==> src/fpx_defs.svh <==
// Constants for the multiply-flags and not-equal unit
`ifndef FPX_DEFS_SVH
`define FPX_DEFS_SVH
// ------------------------------------------
// Operation codes and latencies
// ------------------------------------------
`define FPX_OP_MUL_FLAGS 8'h8F
`define FPX_OP_NEQ       8'h96
`define FPX_MUL_LAT      3
`define FPX_NEQ_LAT      1
// ------------------------------------------
// Flag vector bit positions
// ------------------------------------------
`define FPX_FL_W   7
`define FPX_FL_INX 1
`define FPX_FL_UNF 2
`define FPX_FL_OVF 3
`define FPX_FL_INV 4
`define FPX_FL_IFZ 5
`define FPX_FL_OFZ 6
`define FPX_RM_LO  8
`define FPX_FL_RST 7'h00
`define FPX_RM_RST 2'h0
// ------------------------------------------
// Register offsets and interrupt layout
// ------------------------------------------
`define FPX_ADR_PSW  8'h00
`define FPX_ADR_ISTA 8'h04
`define FPX_ADR_IEN  8'h08
`define FPX_ADR_ICLR 8'h0C
`define FPX_IRQ_W    2
`define FPX_IRQ_NEQ  0
`define FPX_IRQ_MUL  1
`define FPX_IRQ_RST  2'h0
// ------------------------------------------
// Exponent limits
// ------------------------------------------
`define FPX_BIAS     11'h07F
`define FPX_EXP_MAX  11'h0FF
`define FPX_DEN_MIN  11'h7E9
`define FPX_DEST_W   7
`endif

==> src/fpx_pkg.sv <==
// Types shared by the multiply-flags and not-equal unit
package fpx_pkg;
   typedef enum logic [1:0] {
      RM_NEAR = 2'b00,
      RM_ZERO = 2'b01,
      RM_POS  = 2'b10,
      RM_NEG  = 2'b11
   } rm_t;

   typedef struct packed {
      logic        valid;
      logic [7:0]  opcode;
      logic [31:0] first_operand;
      logic [31:0] second_operand;
      logic        has_guard;
      logic [31:0] guard;
      logic [6:0]  dest;
   } op_req_t;

   typedef struct packed {
      logic        valid;
      logic [6:0]  dest;
      logic [31:0] data;
   } wb_res_t;
endpackage

==> src/fp_mul_flags_neq.sv <==
// Multiply-flags and not-equal compare unit with status word
// Operation
// (RULE1) Multiply-flags returns would-be IEEE exceptions, latency 3
// (RULE2) Multiply-flags leaves status word flags alone
// (RULE3) Invalid 0x10, input flush 0x20, OUTPUT_FLUSHED_FLAG 0x40
// (RULE4) Overflow with inexact encodes as 0x0a
// (RULE5) Multiply-flags rounds per status word mode
// (RULE6) Denormal inputs become zero, set input flush
// (RULE7) Denormal product sets output flush bit
// (RULE8) Multiply-flags writes only when guard bit set
// (RULE9) Not-equal writes 1 if operands differ
// (RULE10) Not-equal flushes denormals, sets status input flush
// (RULE11) Not-equal exceptions set status word flags
// (RULE12) Status flags sticky, cleared only by write
// (RULE13) Flags update with the destination write
// (RULE14) Simultaneous updates OR into existing flags
// (RULE15) False guard blocks not-equal result and flags
// (RULE16) Missing guard means execute unconditionally
//
// Decided for this implementation: the register addresses and the Wishbone slave port.
`timescale 1ns/1ns
`include "fpx_defs.svh"
module fp_mul_flags_neq (
   input  wire logic              clk_i,
   input  wire logic              rst_i,
   input  wire logic              ce_i,
   input  wire fpx_pkg::op_req_t  op_i,
   input  wire logic [6:0]        other_flags_i,
   output fpx_pkg::wb_res_t       mul_wb_o,
   output fpx_pkg::wb_res_t       neq_wb_o,
   input  wire logic              wb_cyc_i,
   input  wire logic              wb_stb_i,
   input  wire logic              wb_we_i,
   input  wire logic [7:0]        wb_adr_i,
   input  wire logic [3:0]        wb_sel_i,
   input  wire logic [31:0]       wb_dat_i,
   output logic [31:0]            wb_dat_o,
   output logic                   wb_ack_o,
   output logic                   irq_o
);
   localparam int MUL_LAT = `FPX_MUL_LAT;

   // ------------------------------------------
   // Status word and issue decode
   // ------------------------------------------
   logic [6:0]      flags;
   fpx_pkg::rm_t    rm;
   logic [6:0]      neq_fl;
   logic [6:0]      next_flags;
   logic            run;
   logic            go_mul;
   logic            go_neq;
   logic            wr_psw;
   logic [31:0]     a;
   logic [31:0]     b;

   assign a = op_i.first_operand;
   assign b = op_i.second_operand;
   assign run = !op_i.has_guard || op_i.guard[0]; // see (RULE16)
   assign go_mul = op_i.valid && run
                   && op_i.opcode == `FPX_OP_MUL_FLAGS; // see (RULE8)
   assign go_neq = op_i.valid && run
                   && op_i.opcode == `FPX_OP_NEQ; // see (RULE15)

   function automatic logic is_den(input logic [31:0] x);
      return x[30:23] == 8'h00 && x[22:0] != 23'h000000;
   endfunction
   function automatic logic is_zero(input logic [31:0] x);
      return x[30:23] == 8'h00;
   endfunction
   function automatic logic is_nan(input logic [31:0] x);
      return x[30:23] == 8'hFF && x[22:0] != 23'h000000;
   endfunction
   function automatic logic is_inf(input logic [31:0] x);
      return x[30:23] == 8'hFF && x[22:0] == 23'h000000;
   endfunction

   // ------------------------------------------
   // Not-equal compare
   // ------------------------------------------
   logic neq_ne;
   logic any_nan;

   assign any_nan = is_nan(a) || is_nan(b);
   // Quiet NaN compares as not different, matching the unit's table
   assign neq_ne = !any_nan && !(is_zero(a) && is_zero(b))
                   && a != b; // see (RULE9) (RULE10)

   always_comb begin
      neq_fl = 7'h00;
      neq_fl[`FPX_FL_IFZ] = is_den(a) || is_den(b); // see (RULE10)
      neq_fl[`FPX_FL_INV] = (is_nan(a) && !a[22])
                            || (is_nan(b) && !b[22]); // see (RULE11)
   end

   always_ff @(posedge clk_i) begin
      if (rst_i) begin
         neq_wb_o <= '0;
      end else if (ce_i) begin
         neq_wb_o.valid <= go_neq; // see (RULE13)
         neq_wb_o.dest <= op_i.dest;
         neq_wb_o.data <= {31'h00000000, neq_ne}; // see (RULE9)
      end
   end

   // ------------------------------------------
   // Multiply-flags stage 1: classify, multiply
   // ------------------------------------------
   logic               s1_v;
   logic [6:0]         s1_dest;
   fpx_pkg::rm_t       s1_rm;
   logic [6:0]         s1_fl;
   logic               s1_spec;
   logic               s1_sign;
   logic signed [10:0] s1_exp;
   logic [47:0]        s1_prod;
   logic [6:0]         in_fl;
   logic               zero_in;
   logic               inf_in;

   assign zero_in = is_zero(a) || is_zero(b); // see (RULE6)
   assign inf_in = is_inf(a) || is_inf(b);

   always_comb begin
      in_fl = 7'h00;
      in_fl[`FPX_FL_IFZ] = is_den(a) || is_den(b); // see (RULE6)
      in_fl[`FPX_FL_INV] = (zero_in && inf_in)
                           || (is_nan(a) && !a[22])
                           || (is_nan(b) && !b[22]); // see (RULE3)
   end

   always_ff @(posedge clk_i) begin
      if (rst_i) begin
         s1_v <= 1'b0;
         s1_dest <= 7'h00;
         s1_rm <= fpx_pkg::RM_NEAR;
         s1_fl <= 7'h00;
         s1_spec <= 1'b0;
         s1_sign <= 1'b0;
         s1_exp <= 11'sh000;
         s1_prod <= 48'h000000000000;
      end else if (ce_i) begin
         s1_v <= go_mul; // see (RULE1)
         s1_dest <= op_i.dest;
         s1_rm <= rm; // see (RULE5)
         s1_fl <= in_fl;
         s1_spec <= zero_in || inf_in || any_nan;
         s1_sign <= a[31] ^ b[31];
         s1_exp <= signed'({3'h0, a[30:23]} + {3'h0, b[30:23]}
                   - `FPX_BIAS);
         s1_prod <= {24'h000000, 1'b1, a[22:0]}
                    * {24'h000000, 1'b1, b[22:0]};
      end
   end

   // ------------------------------------------
   // Stage 2: normalise, round, classify range
   // ------------------------------------------
   logic [23:0]        mant;
   logic [23:0]        rest;
   logic [24:0]        mant_r;
   logic signed [10:0] e_n;
   logic signed [10:0] e_r;
   logic               up;
   logic               lost;
   logic [6:0]         mul_fl;
   logic               s2_v;
   logic [6:0]         s2_dest;
   logic [6:0]         s2_fl;

   always_comb begin
      if (s1_prod[47]) begin
         mant = s1_prod[47:24];
         rest = s1_prod[23:0];
         e_n = s1_exp + 11'sh001;
      end else begin
         mant = s1_prod[46:23];
         rest = {s1_prod[22:0], 1'b0};
         e_n = s1_exp;
      end
      lost = rest != 24'h000000;
      case (s1_rm) // see (RULE5)
         fpx_pkg::RM_NEAR: up = rest[23]
                               && (rest[22:0] != 23'h000000 || mant[0]);
         fpx_pkg::RM_ZERO: up = 1'b0;
         fpx_pkg::RM_POS:  up = !s1_sign && lost;
         fpx_pkg::RM_NEG:  up = s1_sign && lost;
         default:          up = 1'b0;
      endcase
      mant_r = {1'b0, mant} + {24'h000000, up};
      e_r = mant_r[24] ? e_n + 11'sh001 : e_n;
      mul_fl = s1_fl;
      if (!s1_spec) begin
         mul_fl[`FPX_FL_INX] = lost;
         if (e_r >= signed'(`FPX_EXP_MAX)) begin
            mul_fl[`FPX_FL_OVF] = 1'b1; // see (RULE4)
            mul_fl[`FPX_FL_INX] = 1'b1; // see (RULE4)
         end else if (e_n <= 11'sh000) begin
            // Tininess judged before rounding
            mul_fl[`FPX_FL_UNF] = 1'b1;
            mul_fl[`FPX_FL_INX] = 1'b1;
            mul_fl[`FPX_FL_OFZ] =
               e_n >= signed'(`FPX_DEN_MIN); // see (RULE7)
         end
      end
   end

   always_ff @(posedge clk_i) begin
      if (rst_i) begin
         s2_v <= 1'b0;
         s2_dest <= 7'h00;
         s2_fl <= 7'h00;
      end else if (ce_i) begin
         s2_v <= s1_v;
         s2_dest <= s1_dest;
         s2_fl <= mul_fl;
      end
   end

   // ------------------------------------------
   // Stage 3: result out, flags as integer
   // ------------------------------------------
   always_ff @(posedge clk_i) begin
      if (rst_i) begin
         mul_wb_o <= '0;
      end else if (ce_i) begin
         mul_wb_o.valid <= s2_v; // see (RULE1) (RULE8)
         mul_wb_o.dest <= s2_dest;
         mul_wb_o.data <= {25'h0000000, s2_fl}; // see (RULE2) (RULE3)
      end
   end

   // ------------------------------------------
   // Processor status word
   // ------------------------------------------
   logic       bus_hit;
   logic [6:0] wr_fl;

   assign bus_hit = wb_cyc_i && wb_stb_i && !wb_ack_o;
   assign wr_psw = bus_hit && wb_we_i && wb_adr_i == `FPX_ADR_PSW;
   assign wr_fl = wr_psw && wb_sel_i[0] ? wb_dat_i[6:0] : flags;

   // Set wins over an explicit clear in the same cycle
   always_comb begin
      next_flags = wr_fl | other_flags_i; // see (RULE12) (RULE14)
      if (go_neq) begin
         next_flags = next_flags | neq_fl; // see (RULE11) (RULE15)
      end
   end

   always_ff @(posedge clk_i) begin
      if (rst_i) begin
         flags <= `FPX_FL_RST;
      end else if (ce_i) begin
         flags <= next_flags; // see (RULE13)
      end
   end

   always_ff @(posedge clk_i) begin
      if (rst_i) begin
         rm <= fpx_pkg::rm_t'(`FPX_RM_RST);
      end else if (ce_i && wr_psw && wb_sel_i[1]) begin
         rm <= fpx_pkg::rm_t'(wb_dat_i[`FPX_RM_LO +: 2]);
      end
   end

   // ------------------------------------------
   // Interrupt status, enable and clear
   // ------------------------------------------
   logic [1:0] ista;
   logic [1:0] ien;
   logic [1:0] iev;
   logic [1:0] iclr;

   assign iev[`FPX_IRQ_NEQ] = go_neq && neq_fl != 7'h00;
   assign iev[`FPX_IRQ_MUL] = s2_v && s2_fl != 7'h00;
   assign iclr = bus_hit && wb_we_i && wb_sel_i[0]
                 && wb_adr_i == `FPX_ADR_ICLR ? wb_dat_i[1:0] : 2'h0;

   always_ff @(posedge clk_i) begin
      if (rst_i) begin
         ista <= `FPX_IRQ_RST;
      end else if (ce_i) begin
         ista <= (ista & ~iclr) | iev;
      end
   end

   always_ff @(posedge clk_i) begin
      if (rst_i) begin
         ien <= `FPX_IRQ_RST;
      end else if (ce_i && bus_hit && wb_we_i && wb_sel_i[0]
                   && wb_adr_i == `FPX_ADR_IEN) begin
         ien <= wb_dat_i[1:0];
      end
   end

   assign irq_o = (ista & ien) != 2'h0;

   // ------------------------------------------
   // Wishbone slave, one wait state
   // ------------------------------------------
   always_ff @(posedge clk_i) begin
      if (rst_i) begin
         wb_ack_o <= 1'b0;
         wb_dat_o <= 32'h00000000;
      end else if (ce_i) begin
         wb_ack_o <= bus_hit;
         wb_dat_o <= 32'h00000000;
         if (wb_adr_i == `FPX_ADR_PSW) begin
            wb_dat_o <= {22'h000000, rm, 1'b0, flags};
         end else if (wb_adr_i == `FPX_ADR_ISTA) begin
            wb_dat_o <= {30'h00000000, ista};
         end else if (wb_adr_i == `FPX_ADR_IEN) begin
            wb_dat_o <= {30'h00000000, ien};
         end
      end
   end
endmodule // fp_mul_flags_neq

==> config.mk <==
export PLATFORM = sky130hd
export DESIGN_NAME = fp_mul_flags_neq
export DESIGN_NICKNAME = d
export VERILOG_FILES = /design/src/fpx_pkg.sv /design/src/fp_mul_flags_neq.sv
export VERILOG_INCLUDE_DIRS = /design/src
export SDC_FILE = /design/constraint.sdc
export NUM_CORES = 2
export LEC_CHECK = 0
export BUFFER_PORTS_ARGS = -buffer_cell sky130_fd_sc_hd__buf_2
export CORE_MARGIN = 2
export CORE_UTILIZATION = 25
export CTS_CLUSTER_SIZE = 20
export DETAILED_ROUTE_END_ITERATION = 8
export GPL_ROUTABILITY_DRIVEN = 0
export PLACE_DENSITY = 0.44
export RECOVER_POWER = 50
export SYNTH_ARGS = -nofsm -noshare
export SYNTH_HDL_FRONTEND = slang
export SYNTH_SLANG_ARGS = --single-unit
==> constraint.sdc <==
create_clock -name clk_i -period 10.8 [get_ports clk_i]
set_clock_uncertainty 0.05 [all_clocks]
set_input_delay 2.16 -clock clk_i [delete_from_list [all_inputs] [get_ports clk_i]]
set_output_delay 2.16 -clock clk_i [all_outputs]
set_load 0.1 [all_outputs]
* After elaboration in Yosys (flattened, before gate mapping)
Cells that the tools add are included.
** Storage, ports and cells
- Input bits :: 170
- Word-level logic and storage cells :: 132
- Output and inout port bits :: 114
- Flip-flop bits (word level) :: 149
** Cells by class
- Magnitude comparators :: 3
- Add/subtract/negate cells :: 5
- Reduce and logical (&&, ||, !) cells :: 64
- Equality and inequality tests :: 11
- Bitwise operators :: 7
- Multiplexer cells :: 19
- Multiply operators :: 1
** Operators by type and width (number)
- 23-bit nonzero test :: 3
- 24-bit by 24-bit multiplier with 48-bit output :: 1
- 24-bit two-way mux :: 2
- 23-bit zero test :: 2
- 1-bit logical AND :: 33
- 8-bit equality test (second input constant) :: 4
- 32-bit inequality test :: 1
- 24-bit by 1-bit adder with 25-bit output :: 1
- 8-bit zero test :: 3
- 24-bit nonzero test :: 1
- 11-bit by 2-bit adder with 11-bit output (second input constant) :: 2
- 11-bit two-way mux :: 2
- 8-bit by 4-bit equality test with 1-bit output (second input constant) :: 2
- 7-bit two-way mux :: 2
- 7-bit nonzero test :: 2
- 11-bit by 6-bit >= comparator with 1-bit output (second input constant) :: 1
- 11-bit by 9-bit >= comparator with 1-bit output (second input constant) :: 1
- 11-bit by 1-bit less-or-equal comparator with 1-bit output (second input constant) :: 1
- 1-bit logical OR :: 11
- 10-bit two-way mux :: 1
- 9-bit by 7-bit subtractor with 10-bit output (second input constant) :: 1
- 8-bit by 8-bit adder with 9-bit output :: 1
- 8-bit by 3-bit equality test with 1-bit output (second input constant) :: 1
- 2-bit two-way mux :: 4
- other kinds (14) :: 27

* Logic depth before layout (Yosys ltp)
- Depth in word-level cells :: 10
- Gate-level depth with buffers :: 28
- Mapped depth without buffers :: 26

* Worst setup path before layout
Ideal clock, no wire load.
- Path kind :: input to register
- Start point :: input port op_i[80] (netlist bit)
- End point :: register s1_prod[42]
- Required time :: 10.622 ns
- Slack :: 2.132 ns
- Cell stages on the path :: 25
- Path buffers :: 2
- Arrival time :: 8.491 ns
- Library setup time :: 0.128 ns
- Path through :: clkbuf_1 > clkbuf_1 > nand2_1 > fa_1 > fa_1 > inv_1 > fa_1 > inv_1 > fa_1 > inv_1 > fa_1 > fa_1 > inv_1 > fa_1 > inv_1 > ha_1 > nand4_2 > or4_1 > nor3_2 > o31a_2 > a31oi_4 > o41a_1 > xnor2_1 > mux2i_1 > nor2_1
** On the way
- Word-level cells in the longest chain between the ends :: 1
** RTL lines
- from (decl) :: line fp_mul_flags_neq.sv:27 : input wire fpx_pkg::op_req_t op_i,
- 24-bit by 24-bit multiplier with 48-bit output :: line fp_mul_flags_neq.sv:152 : * {24'h000000, 1'b1, b[22:0]};
- to (signal assigned) :: line fp_mul_flags_neq.sv:151 : s1_prod <= {24'h000000, 1'b1, a[22:0]}
- to (decl) :: line fp_mul_flags_neq.sv:116 : logic [47:0] s1_prod;
No other way between the ends.
A chain may end at the register's enable or synchronous reset.

* Final worst setup path
- Start point :: input port op_i[46] (netlist bit)
- End point :: register s1_prod[47]
Same word-level chain as after synthesis.

==> results.json <==
{
  "drc": 0,
  "rsz0062_at_grt": "false",
  "setup_viol": 0,
  "grtUsageTotal_pct": 15.7,
  "antenna_found_initial": 19,
  "critPathLaunchType": "primary input",
  "ant_nets": 0,
  "cts.root.buffer_cell": "clkbuf_16",
  "clk_pin_slew_ns": 0.06,
  "ys_warn_count": 0,
  "yosysSeqAreaShare_pct": 9.89,
  "syn_to_final_growth_pct": 9.38,
  "wl_per_cell_um": 18.5,
  "grt_max_degree": 63,
  "routed_wl_um": 78800,
  "status": "finished with violations",
  "crit_arrival_ns": 9.91,
  "slew_headroom_pct": -97.5,
  "first_pass_iters": 7,
  "period_needed_ns": 9.62,
  "wl_met3_um": 4690,
  "synth.distinct_cells": 81,
  "multi_input_area_mm2": 0.0197,
  "whs_ns": 0.408,
  "m1WireLength_um": 36800,
  "ys.flop_type": "dfxtp_1",
  "fp.coreArea_mm2": 0.100,
  "max_freq_ghz": 0.104,
  "fin_crit_sh_pct": 89.0,
  "netlist_area_mm2": 0.0253,
  "worstSetupPathType": "primary input to flop",
  "path_delay_family": "adder cells",
  "required_ns": 11.09,
  "h-tree-depth": 4,
  "numCtsBuffers": 17,
  "die_w_um": 322,
  "initial_core_util_pct": 25.3,
  "cts_tree": "built",
  "design.die.area_mm2": 0.104,
  "async_flop_share_pct": 0,
  "via_per_inst": 4.45,
  "nFillCells": 11000,
  "layout_common_cells": "604 x inv_1, 483 x fa_1, 311 x nand2_1",
  "via_count": 19000,
  "cap_violations": 3,
  "hp-class": "flop to flop",
  "clkSinkCount": 125,
  "grt_pass1_vias": 19900,
  "synth_cells": 2874,
  "maxUsedRoutingLayer": "met5",
  "final-seq-area_mm2": 0.00250,
  "path_buf_inv": 6,
  "synth_area_per_cell_um2": 8.80,
  "cts_setup_buffers": 0,
  "hpwl_um": 62600,
  "slowest_delay_ns": 0.57,
  "layout_commonest_cell": "inv_1",
  "die_h_um": 322,
  "synth_seq_cells": 125,
  "drt_iter0_drc": 976,
  "final_layout_size_suffix_gt1_share_pct": 6.86,
  "pin_count": 284,
  "final_max_slew_viol_count": 162,
  "critical_path.max_fanout": 20,
  "grt-ovfl-total": 0,
  "crit_path_end_kind": "flop",
  "port_buffers": 147,
  "rows": 116,
  "ctsResizeCount": 0,
  "cp_slowest_cell": "buf_2",
  "cpMostUsedCell": "fa_1",
  "hold_viol": 0,
  "dr_wl_met2_um": 36000,
  "insertion_delay_ns": 0.45,
  "final_net_count": 3815,
  "clock_path_buffers": 2,
  "synth_edf_count": 0,
  "setup_tns_ns": 0,
  "grt_pass1_wl_um": 122000,
  "worst_slew_pin_slew_ns": 2.96,
  "postCtsHoldBufs": 0,
  "violations": "max-capacitance violations, max-slew violations"
}
synth_stat cells (9+ instances only):
library cell | instances | area share, %
xnor2_1 | 34 | 1.2
ha_1 | 214 | 11
nor2_1 | 186 | 2.8
nand2_1 | 311 | 4.6
nor2b_1 | 9 | 0.22
inv_1 | 604 | 9.0
nor3_1 | 36 | 0.71
a21o_1 | 20 | 0.59
xor2_1 | 21 | 0.73
clkbuf_1 | 112 | 1.7
and2_1 | 242 | 6.0
nor4_1 | 26 | 0.64
buf_4 | 83 | 2.5
fa_1 | 483 | 38
a21oi_1 | 71 | 1.4
nand3_1 | 12 | 0.24
mux2i_1 | 78 | 3.1
o21ai_0 | 24 | 0.47
dfxtp_1 | 125 | 9.9
nand4_1 | 27 | 0.67
through the flow:
stage	setup WS [ns]	instances	cell area (µm²)	util (%)
after floorplan	2.13	2953	25600	-
after global placement	0.789	4227	27100	27.1
after detailed placement	0.811	4227	27100	27.1
after CTS	1.21	4258	27700	27.7
after global routing	0.754	4261	27700	27.6
final	1.18	4263	27700	27.6
path summary, 6_finish.rpt:
| kind | slack (ns) | to | cells past startpoint | start |
|---|---|---|---|---|
| max | 1.18 | s1_prod[47]$_SDFFE_PP0P_ | 25 | op_i[46] |
| min | 0.41 | s1_prod[16]$_SDFFE_PP0P_ | 2 | s1_prod[16]$_SDFFE_PP0P_ |
| max reg2reg | 7.69 | s2_fl[1]$_SDFFE_PP0P_ | 10 | s1_prod[8]$_SDFFE_PP0P_ |
| min reg2reg | 0.41 | s1_prod[16]$_SDFFE_PP0P_ | 2 | s1_prod[16]$_SDFFE_PP0P_ |
sequential cells by signal (all words and copies together), names as in the netlist, 6 cells and up:
signal,cells
s2_dest,7
s1_prod,48
s1_exp,10
wb_dat_o,9
s1_dest,7
s2_fl,6
mul_wb_o,14
flags,7
routing by layer:
layer	vias up	GRT usage [%]
met3	101	2.90
met2	476	25.1
li1	8755	-
met1	9630	22.2
met5	-	0
met4	16	2.86
worst reg2reg max path, stage by stage (launching register included):
cell and delay, ns:
dfxtp_1 0.31, or4_1 0.52, a2111oi_0 0.50, nand4_1 0.35, and4b_1 0.35, mux2i_1 0.13, a21oi_1 0.14, a21oi_1 0.08
a21o_1 0.21, o31ai_1 0.29, nand2_1 0.09
cells by family (layout without fill, tap and decap cells):
family,after synthesis,count (layout),synth area share [%]
other cells,1,85,0.0148
fa+ha+maj,697,697,48.8
mux,82,82,3.27
simple gates,891,891,17.2
buf+inv,814,821,13.4
compound gates,209,209,5.55
xor+xnor,55,55,1.90
flops,125,125,9.89
cell type report:
type / instances / share of cell area, %
clock inverter: 13 / 0.511
inverter: 605 / 8.21
timing repair buffer: 185 / 3.51
antenna: 5 / 0.0452
tap: 1298 / 5.87
multi-input combinational: 2014 / 71.2
sequential: 125 / 9.05
clock buffer: 18 / 1.59
Power is not shown: default switching activity piles up to over one toggle a cycle in this logic, so the estimate is an artifact.
